`src/rtl/tpts_cfg.svh`:
```
`ifndef TPTS_CFG_SVH
`define TPTS_CFG_SVH
// ---------------------------------------------
// Power table constants
// ---------------------------------------------
`define TPTS_LEVEL_W 8
`define TPTS_DEFAULT_LEVEL 8'hC6
`define TPTS_ENTRY0 1'b0
`define TPTS_ENTRY1 1'b1
`define TPTS_BAN_LO 8'h61
`define TPTS_BAN_HI 8'h6F
`define TPTS_PA_OFF 8'h00
// ---------------------------------------------
// Wake timing
// ---------------------------------------------
`define TPTS_WAKE_NS 150
`define TPTS_CLK_NS 25
`define TPTS_WAKE_CYC ((`TPTS_WAKE_NS + `TPTS_CLK_NS - 1) / `TPTS_CLK_NS)
`define TPTS_CNT_W 4
`endif

```
`src/rtl/tpts_pkg.sv`:
```
package tpts_pkg;
	typedef logic [7:0] tpts_level_t;
	typedef enum logic [1:0] {
		TPTS_ACTIVE = 2'b00,
		TPTS_ARMED = 2'b01,
		TPTS_DOWN = 2'b11,
		TPTS_WAKING = 2'b10
	} tpts_pwr_e;
endpackage

```
`src/rtl/tpts_power_ctrl.sv`:
```
`timescale 1ns/1ps
`include "tpts_cfg.svh"
module tpts_power_ctrl
	import tpts_pkg::*;
(
	// Clock and reset
	input wire logic i_clock,
	input wire logic i_srst,
	input wire logic i_ce,
	// Control
	input wire logic i_power_down_strobe,
	input wire logic i_chip_select_n,
	// Status
	output logic o_powered,
	output logic o_sleep_enter,
	output logic o_ready
);
	tpts_pwr_e state;
	logic [`TPTS_CNT_W-1:0] wake_cnt;

	// ---------------------------------------------
	// Power state machine
	// ---------------------------------------------
	always_ff @(posedge i_clock) begin
		if (i_srst) begin
			state <= TPTS_ACTIVE;
			wake_cnt <= '0;
		end else if (i_ce) begin
			case (state)
				TPTS_ACTIVE: begin
					if (i_power_down_strobe && !i_chip_select_n)
						state <= TPTS_ARMED;
				end
				TPTS_ARMED: begin
					if (i_chip_select_n)
						state <= TPTS_DOWN;
				end
				TPTS_DOWN: begin
					if (!i_chip_select_n) begin
						state <= TPTS_WAKING;
						wake_cnt <= '0;
					end
				end
				TPTS_WAKING: begin
					if (wake_cnt == `TPTS_CNT_W'(`TPTS_WAKE_CYC - 1))
						state <= TPTS_ACTIVE;
					else
						wake_cnt <= wake_cnt + 1'b1;
				end
				default: state <= TPTS_ACTIVE;
			endcase
		end
	end

	assign o_powered = (state != TPTS_DOWN);
	assign o_sleep_enter = (state == TPTS_ARMED) && i_chip_select_n;
	assign o_ready = (state == TPTS_ACTIVE) || (state == TPTS_ARMED);
endmodule

```
`src/rtl/tpts_tx_power_table_select.sv`:
```
`timescale 1ns/1ps
`include "tpts_cfg.svh"
module tpts_tx_power_table_select
	import tpts_pkg::*;
(
	// Clock and reset
	input wire logic i_clock,
	input wire logic i_srst,
	input wire logic i_ce,
	// Host serial side
	input wire logic i_chip_select_n,
	input wire logic i_power_down_strobe,
	// Table write port
	input wire logic i_table_wr,
	input wire logic i_table_burst,
	input wire logic i_table_first,
	input wire logic [7:0] i_table_data,
	// Front-end config
	input wire logic i_power_index_select,
	input wire logic i_ook_mode,
	// Transmit
	input wire logic i_tx_active,
	input wire logic i_tx_bit,
	// Outputs
	output logic [7:0] o_pa_level,
	output logic o_so,
	output logic o_so_oe_n,
	output logic o_powered,
	output logic o_xosc_on
);
	tpts_level_t power_level_table [2];
	logic burst_ptr;
	logic powered;
	logic sleep_enter;
	logic ready;
	logic wr_idx;
	logic sel_idx;

	function automatic logic pick_entry(input logic ook, input logic idx,
		input logic tx_bit);
		pick_entry = (ook && idx) ? tx_bit : idx;
	endfunction

	tpts_power_ctrl u_pwr (
		.i_clock(i_clock),
		.i_srst(i_srst),
		.i_ce(i_ce),
		.i_power_down_strobe(i_power_down_strobe),
		.i_chip_select_n(i_chip_select_n),
		.o_powered(powered),
		.o_sleep_enter(sleep_enter),
		.o_ready(ready)
	);

	// ---------------------------------------------
	// Table writes and retention
	// ---------------------------------------------
	// Single access always hits entry 0; burst walks entries
	assign wr_idx = (i_table_burst && !i_table_first) ? burst_ptr
		: `TPTS_ENTRY0;

	always_ff @(posedge i_clock) begin
		if (i_srst) begin
			burst_ptr <= `TPTS_ENTRY0;
		end else if (i_ce) begin
			if (i_table_wr)
				burst_ptr <= ~wr_idx;
		end
	end

	always_ff @(posedge i_clock) begin
		if (i_srst) begin
			power_level_table[0] <= `TPTS_DEFAULT_LEVEL;
			power_level_table[1] <= `TPTS_DEFAULT_LEVEL;
		end else if (i_ce) begin
			if (sleep_enter)
				power_level_table[1] <= `TPTS_DEFAULT_LEVEL;
			else if (i_table_wr && powered)
				power_level_table[wr_idx] <= i_table_data;
		end
	end

	// ---------------------------------------------
	// Amplifier level selection
	// ---------------------------------------------
	// Index 1 with on-off keying follows the data bit
	assign sel_idx = pick_entry(i_ook_mode, i_power_index_select,
		i_tx_bit);

	always_ff @(posedge i_clock) begin
		if (i_srst) begin
			o_pa_level <= `TPTS_PA_OFF;
		end else if (i_ce) begin
			if (i_tx_active && powered)
				o_pa_level <= power_level_table[sel_idx];
			else
				o_pa_level <= `TPTS_PA_OFF;
		end
	end

	// ---------------------------------------------
	// Power and ready outputs
	// ---------------------------------------------
	always_ff @(posedge i_clock) begin
		if (i_srst) begin
			o_powered <= 1'b1;
			o_xosc_on <= 1'b1;
			o_so <= 1'b1;
			o_so_oe_n <= 1'b1;
		end else if (i_ce) begin
			o_powered <= powered;
			o_xosc_on <= powered;
			o_so <= !ready;
			o_so_oe_n <= i_chip_select_n;
		end
	end

	// ---------------------------------------------
	// Checks
	// ---------------------------------------------
	pa_idle_off_a: assert property (@(posedge i_clock) disable iff (i_srst)
		i_ce && !i_tx_active |=> o_pa_level == `TPTS_PA_OFF)
		else $error("pa level set outside transmit");
	pa_select_a: assert property (@(posedge i_clock) disable iff (i_srst)
		i_ce && i_tx_active && powered && !i_table_wr && !sleep_enter
		|=> o_pa_level == $past(power_level_table[sel_idx]))
		else $error("pa level not selected entry");
	ook_follow_a: assert property (@(posedge i_clock) disable iff (i_srst)
		i_ce && i_tx_active && powered && i_ook_mode && i_power_index_select
		|=> o_pa_level == $past(power_level_table[i_tx_bit]))
		else $error("ook level not following bit");
	sleep_retain_a: assert property (@(posedge i_clock) disable iff (i_srst)
		i_ce && sleep_enter |=>
		power_level_table[1] == `TPTS_DEFAULT_LEVEL &&
		power_level_table[0] == $past(power_level_table[0]))
		else $error("sleep retention wrong");
	single_wr_a: assert property (@(posedge i_clock) disable iff (i_srst)
		i_ce && i_table_wr && powered && !sleep_enter && !i_table_burst
		|=> power_level_table[0] == $past(i_table_data))
		else $error("single write missed entry 0");
	pd_wait_cs_a: assert property (@(posedge i_clock) disable iff (i_srst)
		!i_chip_select_n && powered |=> powered)
		else $error("power lost with select low");
	wake_cs_a: assert property (@(posedge i_clock) disable iff (i_srst)
		i_ce && !powered && !i_chip_select_n |=> ##1 o_xosc_on)
		else $error("no wake on select low");
	ready_low_a: assert property (@(posedge i_clock) disable iff (i_srst)
		i_ce && $fell(powered) ##1 i_ce && !i_chip_select_n
		##1 i_ce [*8] |-> !o_so)
		else $error("ready not shown after wake");
	reset_default_a: assert property (@(posedge i_clock)
		$past(i_srst) |-> power_level_table[0] == `TPTS_DEFAULT_LEVEL)
		else $error("default level missing");

	// ---------------------------------------------
	// Further checks
	// ---------------------------------------------
	burst_first_a: assert property (@(posedge i_clock) disable iff (i_srst)
		i_ce && i_table_wr && powered && i_table_burst && i_table_first
		|=> power_level_table[0] == $past(i_table_data))
		else $error("burst first byte missed entry 0");

	burst_next_a: assert property (@(posedge i_clock) disable iff (i_srst)
		i_ce && i_table_wr && powered && !sleep_enter && i_table_burst &&
		!i_table_first && $past(i_ce && i_table_wr && i_table_burst &&
		i_table_first && powered)
		|=> power_level_table[1] == $past(i_table_data))
		else $error("burst second byte missed entry 1");

	down_hold0_a: assert property (@(posedge i_clock) disable iff (i_srst)
		i_ce && !powered
		|=> power_level_table[0] == $past(power_level_table[0]))
		else $error("entry 0 changed while down");

	down_hold1_a: assert property (@(posedge i_clock) disable iff (i_srst)
		i_ce && !powered
		|=> power_level_table[1] == $past(power_level_table[1]))
		else $error("entry 1 changed while down");

	down_pa_off_a: assert property (@(posedge i_clock) disable iff (i_srst)
		i_ce && !powered |=> o_pa_level == `TPTS_PA_OFF)
		else $error("pa level set while down");

	plain_sel_a: assert property (@(posedge i_clock) disable iff (i_srst)
		i_ce && i_tx_active && powered && !i_ook_mode
		|=> o_pa_level == $past(power_level_table[i_power_index_select]))
		else $error("index did not pick entry");

	powered_reg_a: assert property (@(posedge i_clock) disable iff (i_srst)
		i_ce |=> o_powered == $past(powered))
		else $error("powered output lags state");

	xosc_reg_a: assert property (@(posedge i_clock) disable iff (i_srst)
		i_ce |=> o_xosc_on == $past(powered))
		else $error("oscillator output lags state");

	sleep_cs_high_a: assert property (@(posedge i_clock)
		disable iff (i_srst)
		i_ce && sleep_enter |-> i_chip_select_n)
		else $error("sleep entered with select low");

	sleep_off_a: assert property (@(posedge i_clock) disable iff (i_srst)
		i_ce && sleep_enter |=> !powered)
		else $error("power stayed on after select high");

	cs_wake_a: assert property (@(posedge i_clock) disable iff (i_srst)
		i_ce && !i_chip_select_n && !powered |=> powered)
		else $error("select low did not restore power");

	so_busy_a: assert property (@(posedge i_clock) disable iff (i_srst)
		i_ce && !ready |=> o_so)
		else $error("data out low before ready");

	so_ready_a: assert property (@(posedge i_clock) disable iff (i_srst)
		i_ce && ready |=> !o_so)
		else $error("data out high while ready");

	oe_follow_a: assert property (@(posedge i_clock) disable iff (i_srst)
		i_ce |=> o_so_oe_n == $past(i_chip_select_n))
		else $error("output enable not following select");

	wake_busy_a: assert property (@(posedge i_clock) disable iff (i_srst)
		$rose(powered) |-> !ready)
		else $error("ready shown at power return");
endmodule

```
`config.mk`:
```
export PLATFORM = sky130hd
export DESIGN_NAME = tpts_tx_power_table_select
export DESIGN_NICKNAME = d
export VERILOG_FILES = /design/src/rtl/tpts_pkg.sv /design/src/rtl/tpts_power_ctrl.sv /design/src/rtl/tpts_tx_power_table_select.sv
export VERILOG_INCLUDE_DIRS = /design/src /design/src/rtl
export SDC_FILE = /design/constraint.sdc
export NUM_CORES = 1
export LEC_CHECK = 0
export BUFFER_PORTS_ARGS = -buffer_cell sky130_fd_sc_hd__buf_2
export CAP_MARGIN = 5
export CORE_UTILIZATION = 47
export DETAILED_ROUTE_END_ITERATION = 8
export PLACE_DENSITY = 0.74
export SETUP_SLACK_MARGIN = 0.02
export SKIP_LAST_GASP = 1
export SLEW_MARGIN = 20
export SYNTH_ARGS = -nofsm -noshare
export SYNTH_HDL_FRONTEND = slang
export SYNTH_SLANG_ARGS = --single-unit
```
`constraint.sdc`:
```
create_clock -name i_clock -period 1.8 [get_ports i_clock]
set_clock_uncertainty 0.15 [all_clocks]
set_input_delay 0.27 -clock i_clock [delete_from_list [all_inputs] [get_ports i_clock]]
set_output_delay 0.27 -clock i_clock [all_outputs]
set_load 0.005 [all_outputs]
```
Yosys cells after proc, flatten, opt, wreduce, memory -nomap -nowiden. Memory sizes are Yosys's and may differ from the RTL's. Cells that the tools add are included.

Memories: 1. Output and inout bits: 12. Word-level logic and storage cells: 63. Memory bits (read-only): 0. Bits in writable memories: 16. Bits of input ports: 20. Register bits: 18. Bits in latches: 0.

Magnitude comparators: 0. Bitwise logic cells: 2. Add/subtract/negate cells: 1. Mux-type cells: 26. Reductions and logical operators: 16. Shift-type cells: 0. Divide/modulo/power cells: 0. Equal/unequal tests: 10. Multiply operators: 0.

Memory list: power_level_table (words 2, width 8, read ports 1, clocked after Yosys merged registers in 0, wr ports 2, RTL line tpts_tx_power_table_select.sv:31) `tpts_level_t power_level_table [2];`.

Operators by type and width (number): $mux 8 (3); $mux 1 (15); $mux 2 (4); $mux 4 (2); $ne 2x2->1 const B (4); $pmux 2 s4 (1); $pmux 4 s2 (1); $reduce_or 8->1 (1); $logic_and 1x1->1 (6); $reduce_and 5->1 (1); $add 4x1->4 const B (1); $eq 2x2->1 const B (2); $eq 4x3->1 const B (1); $ne 2x1->1 const B (2); $reduce_and 4->1 (1); $logic_not 1->1 (3); $eq 2x1->1 const B (1); $logic_not 2->1 (1); $reduce_and 2->1 (1); $reduce_bool 2->1 (1); $logic_or 1x1->1 (1); $not 1->1 (1); $or 1x1->1 (1).

Longest topological paths before layout. Gate-level depths: netlist (run 1).

Depth after elaboration: 9. Gate-level depth with buffers: 6. Gate-level depth less buffers: 6.

By module. Synthesis (run 1) repeated with hierarchy kept, for this count alone.

Cell total of the unflattened synthesis: 155. Area total of the unflattened synthesis: 1754.2 µm².

Modules (own cells, without submodules): tpts_tx_power_table_select (times used 1, area an instance 1303.8 µm², sequential area each 720.7 µm², cells each 109); tpts_power_ctrl (times used 1, area an instance 450.4 µm², sequential area each 120.1 µm², cells each 46).

Worst setup path after synthesis (run 1). Ideal clock, no wire load.

Kind: input port to flip-flop. Start point: input i_ce. End point: memory power_level_table[1][0] (netlist name) (enable). Required time: 1.313 ns. Slack: 0.013 ns. Cell stages on the path: 4. Setup time: 0.337 ns. Buffers on the path: 1. Arrival time: 1.300 ns. Cell sequence: clkbuf_1 > nand4b_1 > nor2_1 > a311o_1.

RTL lines: start, declared (RTL line tpts_tx_power_table_select.sv:9) `input wire logic i_ce,`; end, declared (RTL line tpts_tx_power_table_select.sv:31).

Worst setup path in the final report (run 1).
Start point: register u_pwr.wake_cnt[1]. End point: register u_pwr.wake_cnt[3].

Word-level cells in the longest chain between the ends: 3. Elaborated cells between the ends (all ways): 6. Those cells by class: 1 x add/sub; 2 x eq/ne; 2 x mux; 1 x reduce/logical.

RTL lines: start, declared (RTL line tpts_power_ctrl.sv:19) `` logic [`TPTS_CNT_W-1:0] wake_cnt; ``; start signal, assigned (RTL line tpts_power_ctrl.sv:48) `wake_cnt <= wake_cnt + 1'b1;`; $add 4x1->4 or $eq 4x3->1 (tied branches) (RTL line tpts_power_ctrl.sv:48, tpts_power_ctrl.sv:45); $mux 4 or $ne 2x2->1 (tied branches); $pmux 4 s2 or $reduce_and 4->1 (tied branches).

Several ways; a longest one is shown, not always the timed one. The select of a mux whose other input is x is not followed. A chain may end at the register's enable or synchronous reset.

==> results of run 1 <==
stage by stage:
stage	utilization (%)	power, mW
global placement	58.91	0.9842
finish	61.26	1.365
global route	61.26	1.423
CTS	61.12	1.378
detailed placement	58.91	0.9878
floorplan	-	0.9302
cell usage after synthesis (all sizes together):
master  count
and2        8
ha          2
nand2      15
or4         1
o21ai      12
buf         2
nor4bb      1
dfxtp      18
nand3       1
and3b       1
or3        10
nand4b      2
nor3        2
nand3b      1
a311oi      1
a21oi       9
or2         1
a311o       1
edfxtp     16
inv         5
mux2i       8
a211o       3
clkbuf      2
a31oi       1
nor2        6
nor2b       2
or2b        1
worst max-delay path, cell delays in order, from the launching register on:
cell	delay (ns)
dfxtp_2	0.34
inv_1	0.04
ha_1	0.17
nor4bb_1	0.13
a211o_1	0.28
or4_1	0.40
a21oi_1	0.14
cell type report:
class	count	area (um2)	share of cell area [%]
timing repair buffer	40	222.7	12.85
multi-input combinational	89	556.8	32.13
sequential	34	842.1	48.59
tap	31	38.79	2.238
inverter	5	18.77	1.083
clock inverter	3	16.27	0.9386
clock buffer	5	37.54	2.166
sequential cells by signal, summed over array words and instances, names as in the netlist:
| register | flops |
|---|---|
| o_so | 1 |
| o_so_oe_n | 1 |
| u_pwr.wake_cnt | 4 |
| o_xosc_on | 1 |
| o_pa_level | 8 |
| power_level_table | 16 |
| burst_ptr | 1 |
| u_pwr.state | 2 |
metal layers:
metal	vias up	part of all wire, %
met5	-	0
met4	0	1.8
met3	5	4.2
met2	29	52
met1	487	42
li1	564	-
power breakdown:
group,switching [mW],internal [mW],leakage (nW)
Clock,0.249,0.145,0.0286
Sequential,0.0131,0.838,0.292
Combinational,0.0626,0.0570,0.384
Total,0.325,1.04,0.705
cell families after synthesis:
group | synth area share [%]
buf+inv | 2.710
compound gates | 11.19
flops | 58.74
mux | 5.595
simple gates | 20.02
fa+ha+maj | 1.748
timing repair:
| item | 4_1_cts | 5_1_grt |
|---|---|---|
| hold endpoints to repair | 0 | 0 |
| pin swaps | 3 | 1 |
| setup endpoints to repair | 1 | 2 |
| gates resized for setup | 1 | 1 |
| setup buffers | 1 | 0 |
final timing paths:
check	to	cells after the start	slack (ns)	start
setup reg to reg	u_pwr.wake_cnt[3]	6	0.09	u_pwr.wake_cnt[1]
hold / removal	burst_ptr	2	0.02	i_table_wr
setup / recovery	u_pwr.wake_cnt[3]	6	0.09	u_pwr.wake_cnt[1]
hold reg to reg	o_pa_level[0]	2	0.31	o_pa_level[0]
==> impl_metrics.yaml, run 1 <==
outcome:
  outcome: "finished, violations left"
  violations: "DRC"
clock_tree:
  cts_tree: "done"
  root_buffer: "clkbuf_4"
  numCtsBuffers: 5
  h-tree-depth: 2
  clk_pin_slew_ns: 0.10
  cts.sinks: 34
  clk_latency_ns: 0.32
  cts_buffer_depth: 2
  holdBufCountCts: 0
timing:
  worst_slew_margin_rel_pct: 65.84
  fin_ws_ns: 0.08956
  fin_tns_setup_ns: 0
  setup_viol: 0
  finalCriticalPeriod_ns: 1.710
  holdWs_ns: 0.02480
  rsz0062_at_grt: "false"
  slew_violations: 0
  timing_hold_violations_final: 0
  max_clock_freq_mhz: 584.6
  period_share_pct: 95.02
  worstMarginPinSlew_ns: 0.5123
global_routing:
  overflow: 0
  grt_max_degree: 15
  grt_pass1_wl_um: 4264
  grt_pass1_vias: 1059
  grt_busiest_layer: "met2"
  antenna_found_initial: 0
  gr-usage-met1_pct: 18.28
  track_usage_pct: 17.53
  grt_util_met3_pct: 4.308
  met2_usage_pct: 31.93
synth:
  ys_types: 30
  synth.ff_latch_count: 34
  yosysTopAreaCell: "edfxtp_1"
  syn_avg_cell_area_um2: 10.84
  yosysWarnings: 0
  ys_seq_area_share_pct: 58.74
  synth.top_cells.by_area: "edfxtp_1 (34%), dfxtp_1 (25%), mux2i_1 (5.6%)"
  synth_cells: 132
  syn_area_mm2: 0.001431
  yosysTopAreaCellShare_pct: 33.57
  syn-num-nets: 154
finish:
  layout-drive-gt1-share_pct: 30.11
  synthToLayoutAreaGrowth_pct: 21.07
  final_cell_mix: "buf_2 (31), dfxtp_1 (17), edfxtp_1 (16), nand2_1 (14), o21ai_0 (11)"
  antenna_cells: 0
  fin_cells: 207
  n_fill_cell: 247
  nNetsFinal: 197
  final_common_cell: "buf_2"
  final_area_mm2: 0.001733
die:
  die_w_um: 57.19
  die_y_um: 57.19
  start_util_pct: 50.60
  dieArea_mm2: 0.003270
  core_mm2: 0.002829
  ioPinCount: 32
  row_count: 19
placement:
  io_buffers: 31
  dpl.cell_count: 198
  place_area_mm2: 0.001667
  gp_congestion: 0.8303
  place_ws_ns: -0.004223
  hpwl_um: 1922
route:
  drt_first_pass_iters: 6
  drtAntennaViolNets: 0
  drt_iter0_drc: 30
  wire_per_inst_um: 12.30
  drt-total-wl_um: 2547
  num_vias: 1085
  vias_per_cell: 5.242
  remaining_drc_errors: 6
worst_setup_path:
  cp-end-kind: "register"
  cp.arrival_ns: 1.82
  cp-start-kind: "register"
  timing_worst_setup_path_type: "reg -> reg"
  cp_max_fo: 4
  crit_required_ns: 1.91
run:
  drv_cap: 0
power_and_ir_drop:
  vdd_drop_max_uv: 447.3
  leakage_nw: 0.7049
  power_per_cell_area_mw_per_mm2: 787.8
worst_hold_path:
  worst_hold_path_type: "in -> reg"
No activity file was read; power rests on OpenSTA's default activity.
==> run 2: changes to the inputs <==
--- a/config.mk
+++ b/config.mk
@@ -8,12 +8,13 @@
 export LEC_CHECK = 0
 export BUFFER_PORTS_ARGS = -buffer_cell sky130_fd_sc_hd__buf_2
 export CAP_MARGIN = 5
-export CORE_UTILIZATION = 47
+export CORE_UTILIZATION = 49
 export DETAILED_ROUTE_END_ITERATION = 8
-export PLACE_DENSITY = 0.74
+export PLACE_DENSITY = 0.8
 export SETUP_SLACK_MARGIN = 0.02
 export SKIP_LAST_GASP = 1
 export SLEW_MARGIN = 20
 export SYNTH_ARGS = -nofsm -noshare
 export SYNTH_HDL_FRONTEND = slang
+export SYNTH_HIERARCHICAL = 1
 export SYNTH_SLANG_ARGS = --single-unit
==> run 2 against run 1 <==
  * The flow now finishes without violations
  * Clock power increased by 81%
  * Register-to-register slack better by 0.06 ns
  * Critical path depth decreased by 1
  * Die area grew 17%
  * Critical endpoint is now power_level_table[0][5]
==> impl_metrics.yaml, run 2 <==
clock_tree:
  h-tree-depth: 2
  post_cts_resized: 0
  post_cts_buffers: 0
  clk_pin_slew_ns: 0.11
  numCtsBuffers: 5
  holdBufCountCts: 0
  cts_tree: "done"
  clk_latency_ns: 0.34
  cts.sinks: 34
  cts_buffer_depth: 2
  root_buffer: "clkbuf_4"
timing:
  finalCriticalPeriod_ns: 1.649
  timing_hold_violations_final: 0
  period_share_pct: 91.64
  setup_viol: 0
  worst_slew_margin_rel_pct: 75.96
  fin_tns_setup_ns: 0
  worstMarginPinSlew_ns: 0.3606
  slew_violations: 0
  max_clock_freq_mhz: 606.3
  fin_ws_ns: 0.1505
  rsz0062_at_grt: "false"
worst_hold_path:
  worstHoldStart: "i_table_wr"
  worst_hold_path_type: "in -> reg"
  hold_depth: 2
  hold_path_end: "burst_ptr"
global_routing:
  antenna_found_initial: 0
  grt_pass1_vias: 1269
  grt_max_degree: 18
  overflow: 0
  track_usage_pct: 21.10
  grt_pass1_wl_um: 5761
synth:
  yosysWarnings: 6
  synth.most_common_cell: "dfxtp_1"
  syn_avg_cell_area_um2: 11.32
  synth_cells: 155
  synth_edf_count: 16
  syn_area_mm2: 0.001754
  yosysTopAreaCell: "edfxtp_1"
  ys_seq_area_share_pct: 47.93
  synth.ff_latch_count: 34
  ys.flop_type: "dfxtp_1"
  ys_async_sr_fraction_pct: 0
  ys_types: 44
  ys_top_cells_by_count: "dfxtp_1 (18), nand2b_1 (17), edfxtp_1 (16)"
  syn-num-nets: 177
  yosysTopAreaCellShare_pct: 27.39
  synth.top_cells.by_area: "edfxtp_1 (27%), dfxtp_1 (21%), nand2b_1 (6.1%)"
die:
  die_y_um: 61.83
  row_count: 21
  start_util_pct: 51.75
  die_w_um: 61.83
  ioPinCount: 32
  dieArea_mm2: 0.003823
  core_mm2: 0.003390
outcome:
  outcome: "finished clean"
worst_setup_path:
  reg2regPathDepth: 5
  critPathTopFamily: "simple AND/OR/NAND/NOR gates"
  cp_max_fo: 8
  regToRegSetupSlack_ns: 0.15
  path_buf_inv: 0
  critical-path-max-stage-delay_ns: 0.37
  cp-end-kind: "register"
  path_cells: "nand2_1 > nor2_1 > nand4b_4 > nor3_4 > or2_1"
  crit_required_ns: 1.71
  cp.arrival_ns: 1.56
  cp-start-kind: "register"
  rr_endpoint: "power_level_table[0][5]"
  cp_slowest_cell: "dfxtp_1"
  timing_worst_setup_path_type: "reg -> reg"
  r2r_start: "u_pwr/state[0]"
placement:
  gp_congestion: 0.7992
  io_buffers: 31
  dpl.cell_count: 231
  hpwl_um: 2721
  place_ws_ns: 0.06835
  place_area_mm2: 0.001958
finish:
  nNetsFinal: 214
  layout-drive-gt1-share_pct: 32.12
  antenna_cells: 0
  largest_reg_flops: 16
  synthToLayoutAreaGrowth_pct: 17.69
  n_fill_cell: 293
  final_common_cell: "buf_2"
  fin_cells: 239
  final_cell_mix: "buf_2 (31), dfxtp_1 (18), nand2b_1 (17), edfxtp_1 (16), nand2_1 (14)"
  reg.largest.list: "power_level_table x16, o_pa_level x8, u_pwr/wake_cnt x4"
  final_area_mm2: 0.002064
  largest-register: "power_level_table"
route:
  drtAntennaViolNets: 0
  drt_iter0_drc: 62
  drt-total-wl_um: 3600
  drt_first_pass_iters: 4
  num_vias: 1299
  wire_per_inst_um: 15.06
  vias_per_cell: 5.435
  remaining_drc_errors: 0
power_and_ir_drop:
  power_per_cell_area_mw_per_mm2: 838.4
  vdd_drop_max_uv: 477.4
  leakage_nw: 0.7525
run:
  drv_cap: 0
run 2: changes by cell type after synthesis, sizes merged, moves of 4 or more:
cell / before / now
buf: 2 / 8
a21oi: 9 / 5
nor2: 6 / 1
a221oi: 0 / 8
nand2b: 0 / 17
o21a: 0 / 8
or3: 10 / 0
mux2i: 8 / 0
run 2: kinds of logic (layout without fill, tap and decap cells):
family                     count (synthesis)  in the layout  synth area share (%)
AOI/OAI and AO/OA                         43             43                 19.97
adders and majority gates                  2              2                 1.426
buffers and inverters                     12             50                 5.063
DFF                                       34             34                 47.93
and+or+nand+nor                           64             64                 25.61
run 2: worst max path at each step:
stage                    start                       to  depth (start not counted)
2_1_floorplan   u_pwr/state[0]  power_level_table[0][0]                          6
3_3_place_gp   i_chip_select_n  power_level_table[0][5]                          6
3_5_place_dp   i_chip_select_n  power_level_table[0][6]                          6
4_1_cts         u_pwr/state[0]  power_level_table[0][7]                          5
5_1_grt         u_pwr/state[0]  power_level_table[0][5]                          5
6_report        u_pwr/state[0]  power_level_table[0][5]                          5
run 2: area by class of cell:
cell class                 count  area, um2  share of cell area [%]
inverter                       3      11.26                  0.5455
clock inverter                 3      68.82                   3.333
sequential                    34      840.8                   40.73
tap                           46      57.56                   2.788
multi-input combinational    109      833.3                   40.36
clock buffer                   5      37.54                   1.818
timing repair buffer          39      215.2                   10.42
run 2: stage by stage:
stage	util (%)	hold WS [ns]	power, mW
after floorplan	-	0.1891	0.9746
after global placement	57.77	0.3085	1.027
after detailed placement	57.77	0.3415	1.036
after CTS	60.91	0.03094	1.740
after global routing	60.91	0.02220	1.804
final	60.91	0.04380	1.731
run 2: layer usage:
layer  global-route usage, %  part of all wire, %  vias to the layer above
met1                   25.26                   44                      620
met5                       0                    0                        -
met4                   6.032                  1.4                        0
li1                        -                    -                      641
met3                   6.004                  3.8                        7
met2                   37.02                   51                       31
run 2: where the power goes:
part           switching (mW)  total (mW)  internal [mW]  leakage [nW]
Combinational          0.0927       0.171         0.0779         0.408
Sequential             0.0119       0.848          0.836         0.289
Clock                   0.277       0.712          0.434        0.0554
==> run 3: changes to the inputs <==
--- a/config.mk
+++ b/config.mk
@@ -8,9 +8,9 @@
 export LEC_CHECK = 0
 export BUFFER_PORTS_ARGS = -buffer_cell sky130_fd_sc_hd__buf_2
 export CAP_MARGIN = 5
-export CORE_UTILIZATION = 49
+export CORE_UTILIZATION = 55
 export DETAILED_ROUTE_END_ITERATION = 8
-export PLACE_DENSITY = 0.8
+export PLACE_DENSITY = 0.85
 export SETUP_SLACK_MARGIN = 0.02
 export SKIP_LAST_GASP = 1
 export SLEW_MARGIN = 20
==> constraint.sdc (replaced) <==
create_clock -name i_clock -period 1.7 [get_ports i_clock]
set_clock_uncertainty 0.15 [all_clocks]
set_input_delay 0.255 -clock i_clock [delete_from_list [all_inputs] [get_ports i_clock]]
set_output_delay 0.255 -clock i_clock [all_outputs]
set_load 0.005 [all_outputs]
==> run 3 against run 2 <==
  * The run now ends with DRC left
  * Register-to-register slack lost 0.02 ns
  * Total power shrank 8.7%
  * Combinational power grew 8%
  * Global-route usage grew 3.0 points
  * Design area shrank 1.0%
  * Largest cell class is now multi-input gates
==> impl_metrics.yaml, run 3 (same netlist as run 2, synthesis figures left out) <==
power_and_ir_drop:
  power_per_cell_area_mw_per_mm2: 773.4
  leakage_nw: 0.7516
  power.total_mw: 1.580
  vdd_drop_max_uv: 445.4
timing:
  rsz0062_at_grt: "false"
  max_clock_freq_mhz: 636.8
  slew_violations: 0
  finalCriticalPeriod_ns: 1.570
  worst_slew_margin_rel_pct: 79.96
  worstMarginPinSlew_ns: 0.3000
  fin_tns_setup_ns: 0
  fin_ws_ns: 0.1298
  timing_hold_violations_final: 0
  setup_viol: 0
  period_share_pct: 92.37
global_routing:
  grt_pass1_vias: 1301
  grt_max_degree: 20
  overflow: 0
  antenna_found_initial: 0
  grt_pass1_wl_um: 5947
  track_usage_pct: 24.09
worst_setup_path:
  path_buf_inv: 0
  path_cells: "nand2_4 > nor2_1 > nand4b_4 > nor3b_4 > a211o_4"
  cp_slowest_cell: "dfxtp_2"
  crit_required_ns: 1.63
  reg2regPathDepth: 5
  critical-path-max-stage-delay_ns: 0.38
  cp-start-kind: "register"
  cp-end-kind: "register"
  cp_max_fo: 8
  r2r_start: "u_pwr/state[0]"
  rr_endpoint: "power_level_table[1][4]"
  critPathTopFamily: "simple AND/OR/NAND/NOR gates"
  cp.arrival_ns: 1.50
  regToRegSetupSlack_ns: 0.13
  timing_worst_setup_path_type: "reg -> reg"
clock_tree:
  cts.sinks: 34
  h-tree-depth: 2
  clk_latency_ns: 0.33
  root_buffer: "clkbuf_4"
  numCtsBuffers: 5
  clk_pin_slew_ns: 0.10
  post_cts_buffers: 0
  cts_buffer_depth: 2
  cts_tree: "done"
route:
  drt_first_pass_iters: 6
  vias_per_cell: 5.521
  drt-total-wl_um: 3471
  wire_per_inst_um: 14.58
  num_vias: 1314
  remaining_drc_errors: 1
  drtAntennaViolNets: 0
  drt_iter0_drc: 60
die:
  start_util_pct: 57.93
  dieArea_mm2: 0.003419
  row_count: 20
  die_y_um: 58.48
  ioPinCount: 32
  core_mm2: 0.003028
  die_w_um: 58.48
worst_hold_path:
  worstHoldStart: "i_table_wr"
  hold_depth: 2
  worst_hold_path_type: "in -> reg"
  hold_path_end: "burst_ptr"
outcome:
  outcome: "finished, violations left"
  violations: "DRC"
finish:
  final_common_cell: "buf_2"
  nNetsFinal: 215
  reg.largest.list: "power_level_table x16, o_pa_level x8, u_pwr/wake_cnt x4"
  largest_reg_flops: 16
  final_cell_mix: "buf_2 (31), nand2b_1 (17), dfxtp_1 (17), edfxtp_1 (16), nand2_1 (13)"
  synthToLayoutAreaGrowth_pct: 16.48
  fin_cells: 238
  largest-register: "power_level_table"
  antenna_cells: 0
  layout-drive-gt1-share_pct: 33.51
  final_util_pct: 67.48
run:
  drv_cap: 0
placement:
  gp_congestion: 0.7910
  io_buffers: 31
  dpl.cell_count: 230
  hpwl_um: 2572
  place_ws_ns: 0.1089
run 3: how the worst max path moves through the flow:
stage	start	endpoint	slack [ns]	depth (start not counted)
2_1_floorplan	u_pwr/state[0]	power_level_table[1][0]	0.02	6
3_3_place_gp	u_pwr/state[0]	power_level_table[1][4]	0.14	5
3_5_place_dp	i_chip_select_n	power_level_table[1][6]	0.11	7
4_1_cts	u_pwr/state[0]	power_level_table[1][4]	0.08	5
5_1_grt	u_pwr/state[0]	power_level_table[1][4]	0.03	5
6_report	u_pwr/state[0]	power_level_table[1][4]	0.13	5
run 3: layout make-up:
| type | instances | area [um2] |
|---|---|---|
| fillers | 231 | 984.7 |
| multi-input cells | 109 | 843.3 |
| flip-flops and latches | 34 | 842.1 |
| repair buffers | 40 | 222.7 |
| clock buffers | 7 | 65.06 |
| well taps | 44 | 55.05 |
| inverters | 3 | 11.26 |
| clock inverters | 1 | 3.754 |
run 3: repair_timing:
action                                  CTS  global route
hold buffers                              0             0
endpoints found under the setup margin    0             8
resized for setup                         0             1
hold endpoints to repair                  0             0
run 3: through the flow:
step                hold slack (ns)  instance area, um2
CTS                         0.01199                2042
finish                      0.02891                2043
floorplan                    0.1741                1773
global placement             0.3058                1973
global route                0.01117                2043
detailed placement           0.3343                1973
run 3: layer usage:
metal	global-route usage [%]	vias to the layer above	wire length, um
met4	14.63	0	85
met1	26.87	619	1394
li1	-	646	-
met3	6.374	8	149
met2	41.22	41	1841
met5	0	-	0
run 3: where the power goes:
part | total, mW | internal [mW] | switching, mW
clock network | 0.499 | 0.237 | 0.261
logic | 0.184 | 0.0856 | 0.0985
registers | 0.897 | 0.886 | 0.0118
total | 1.58 | 1.21 | 0.372
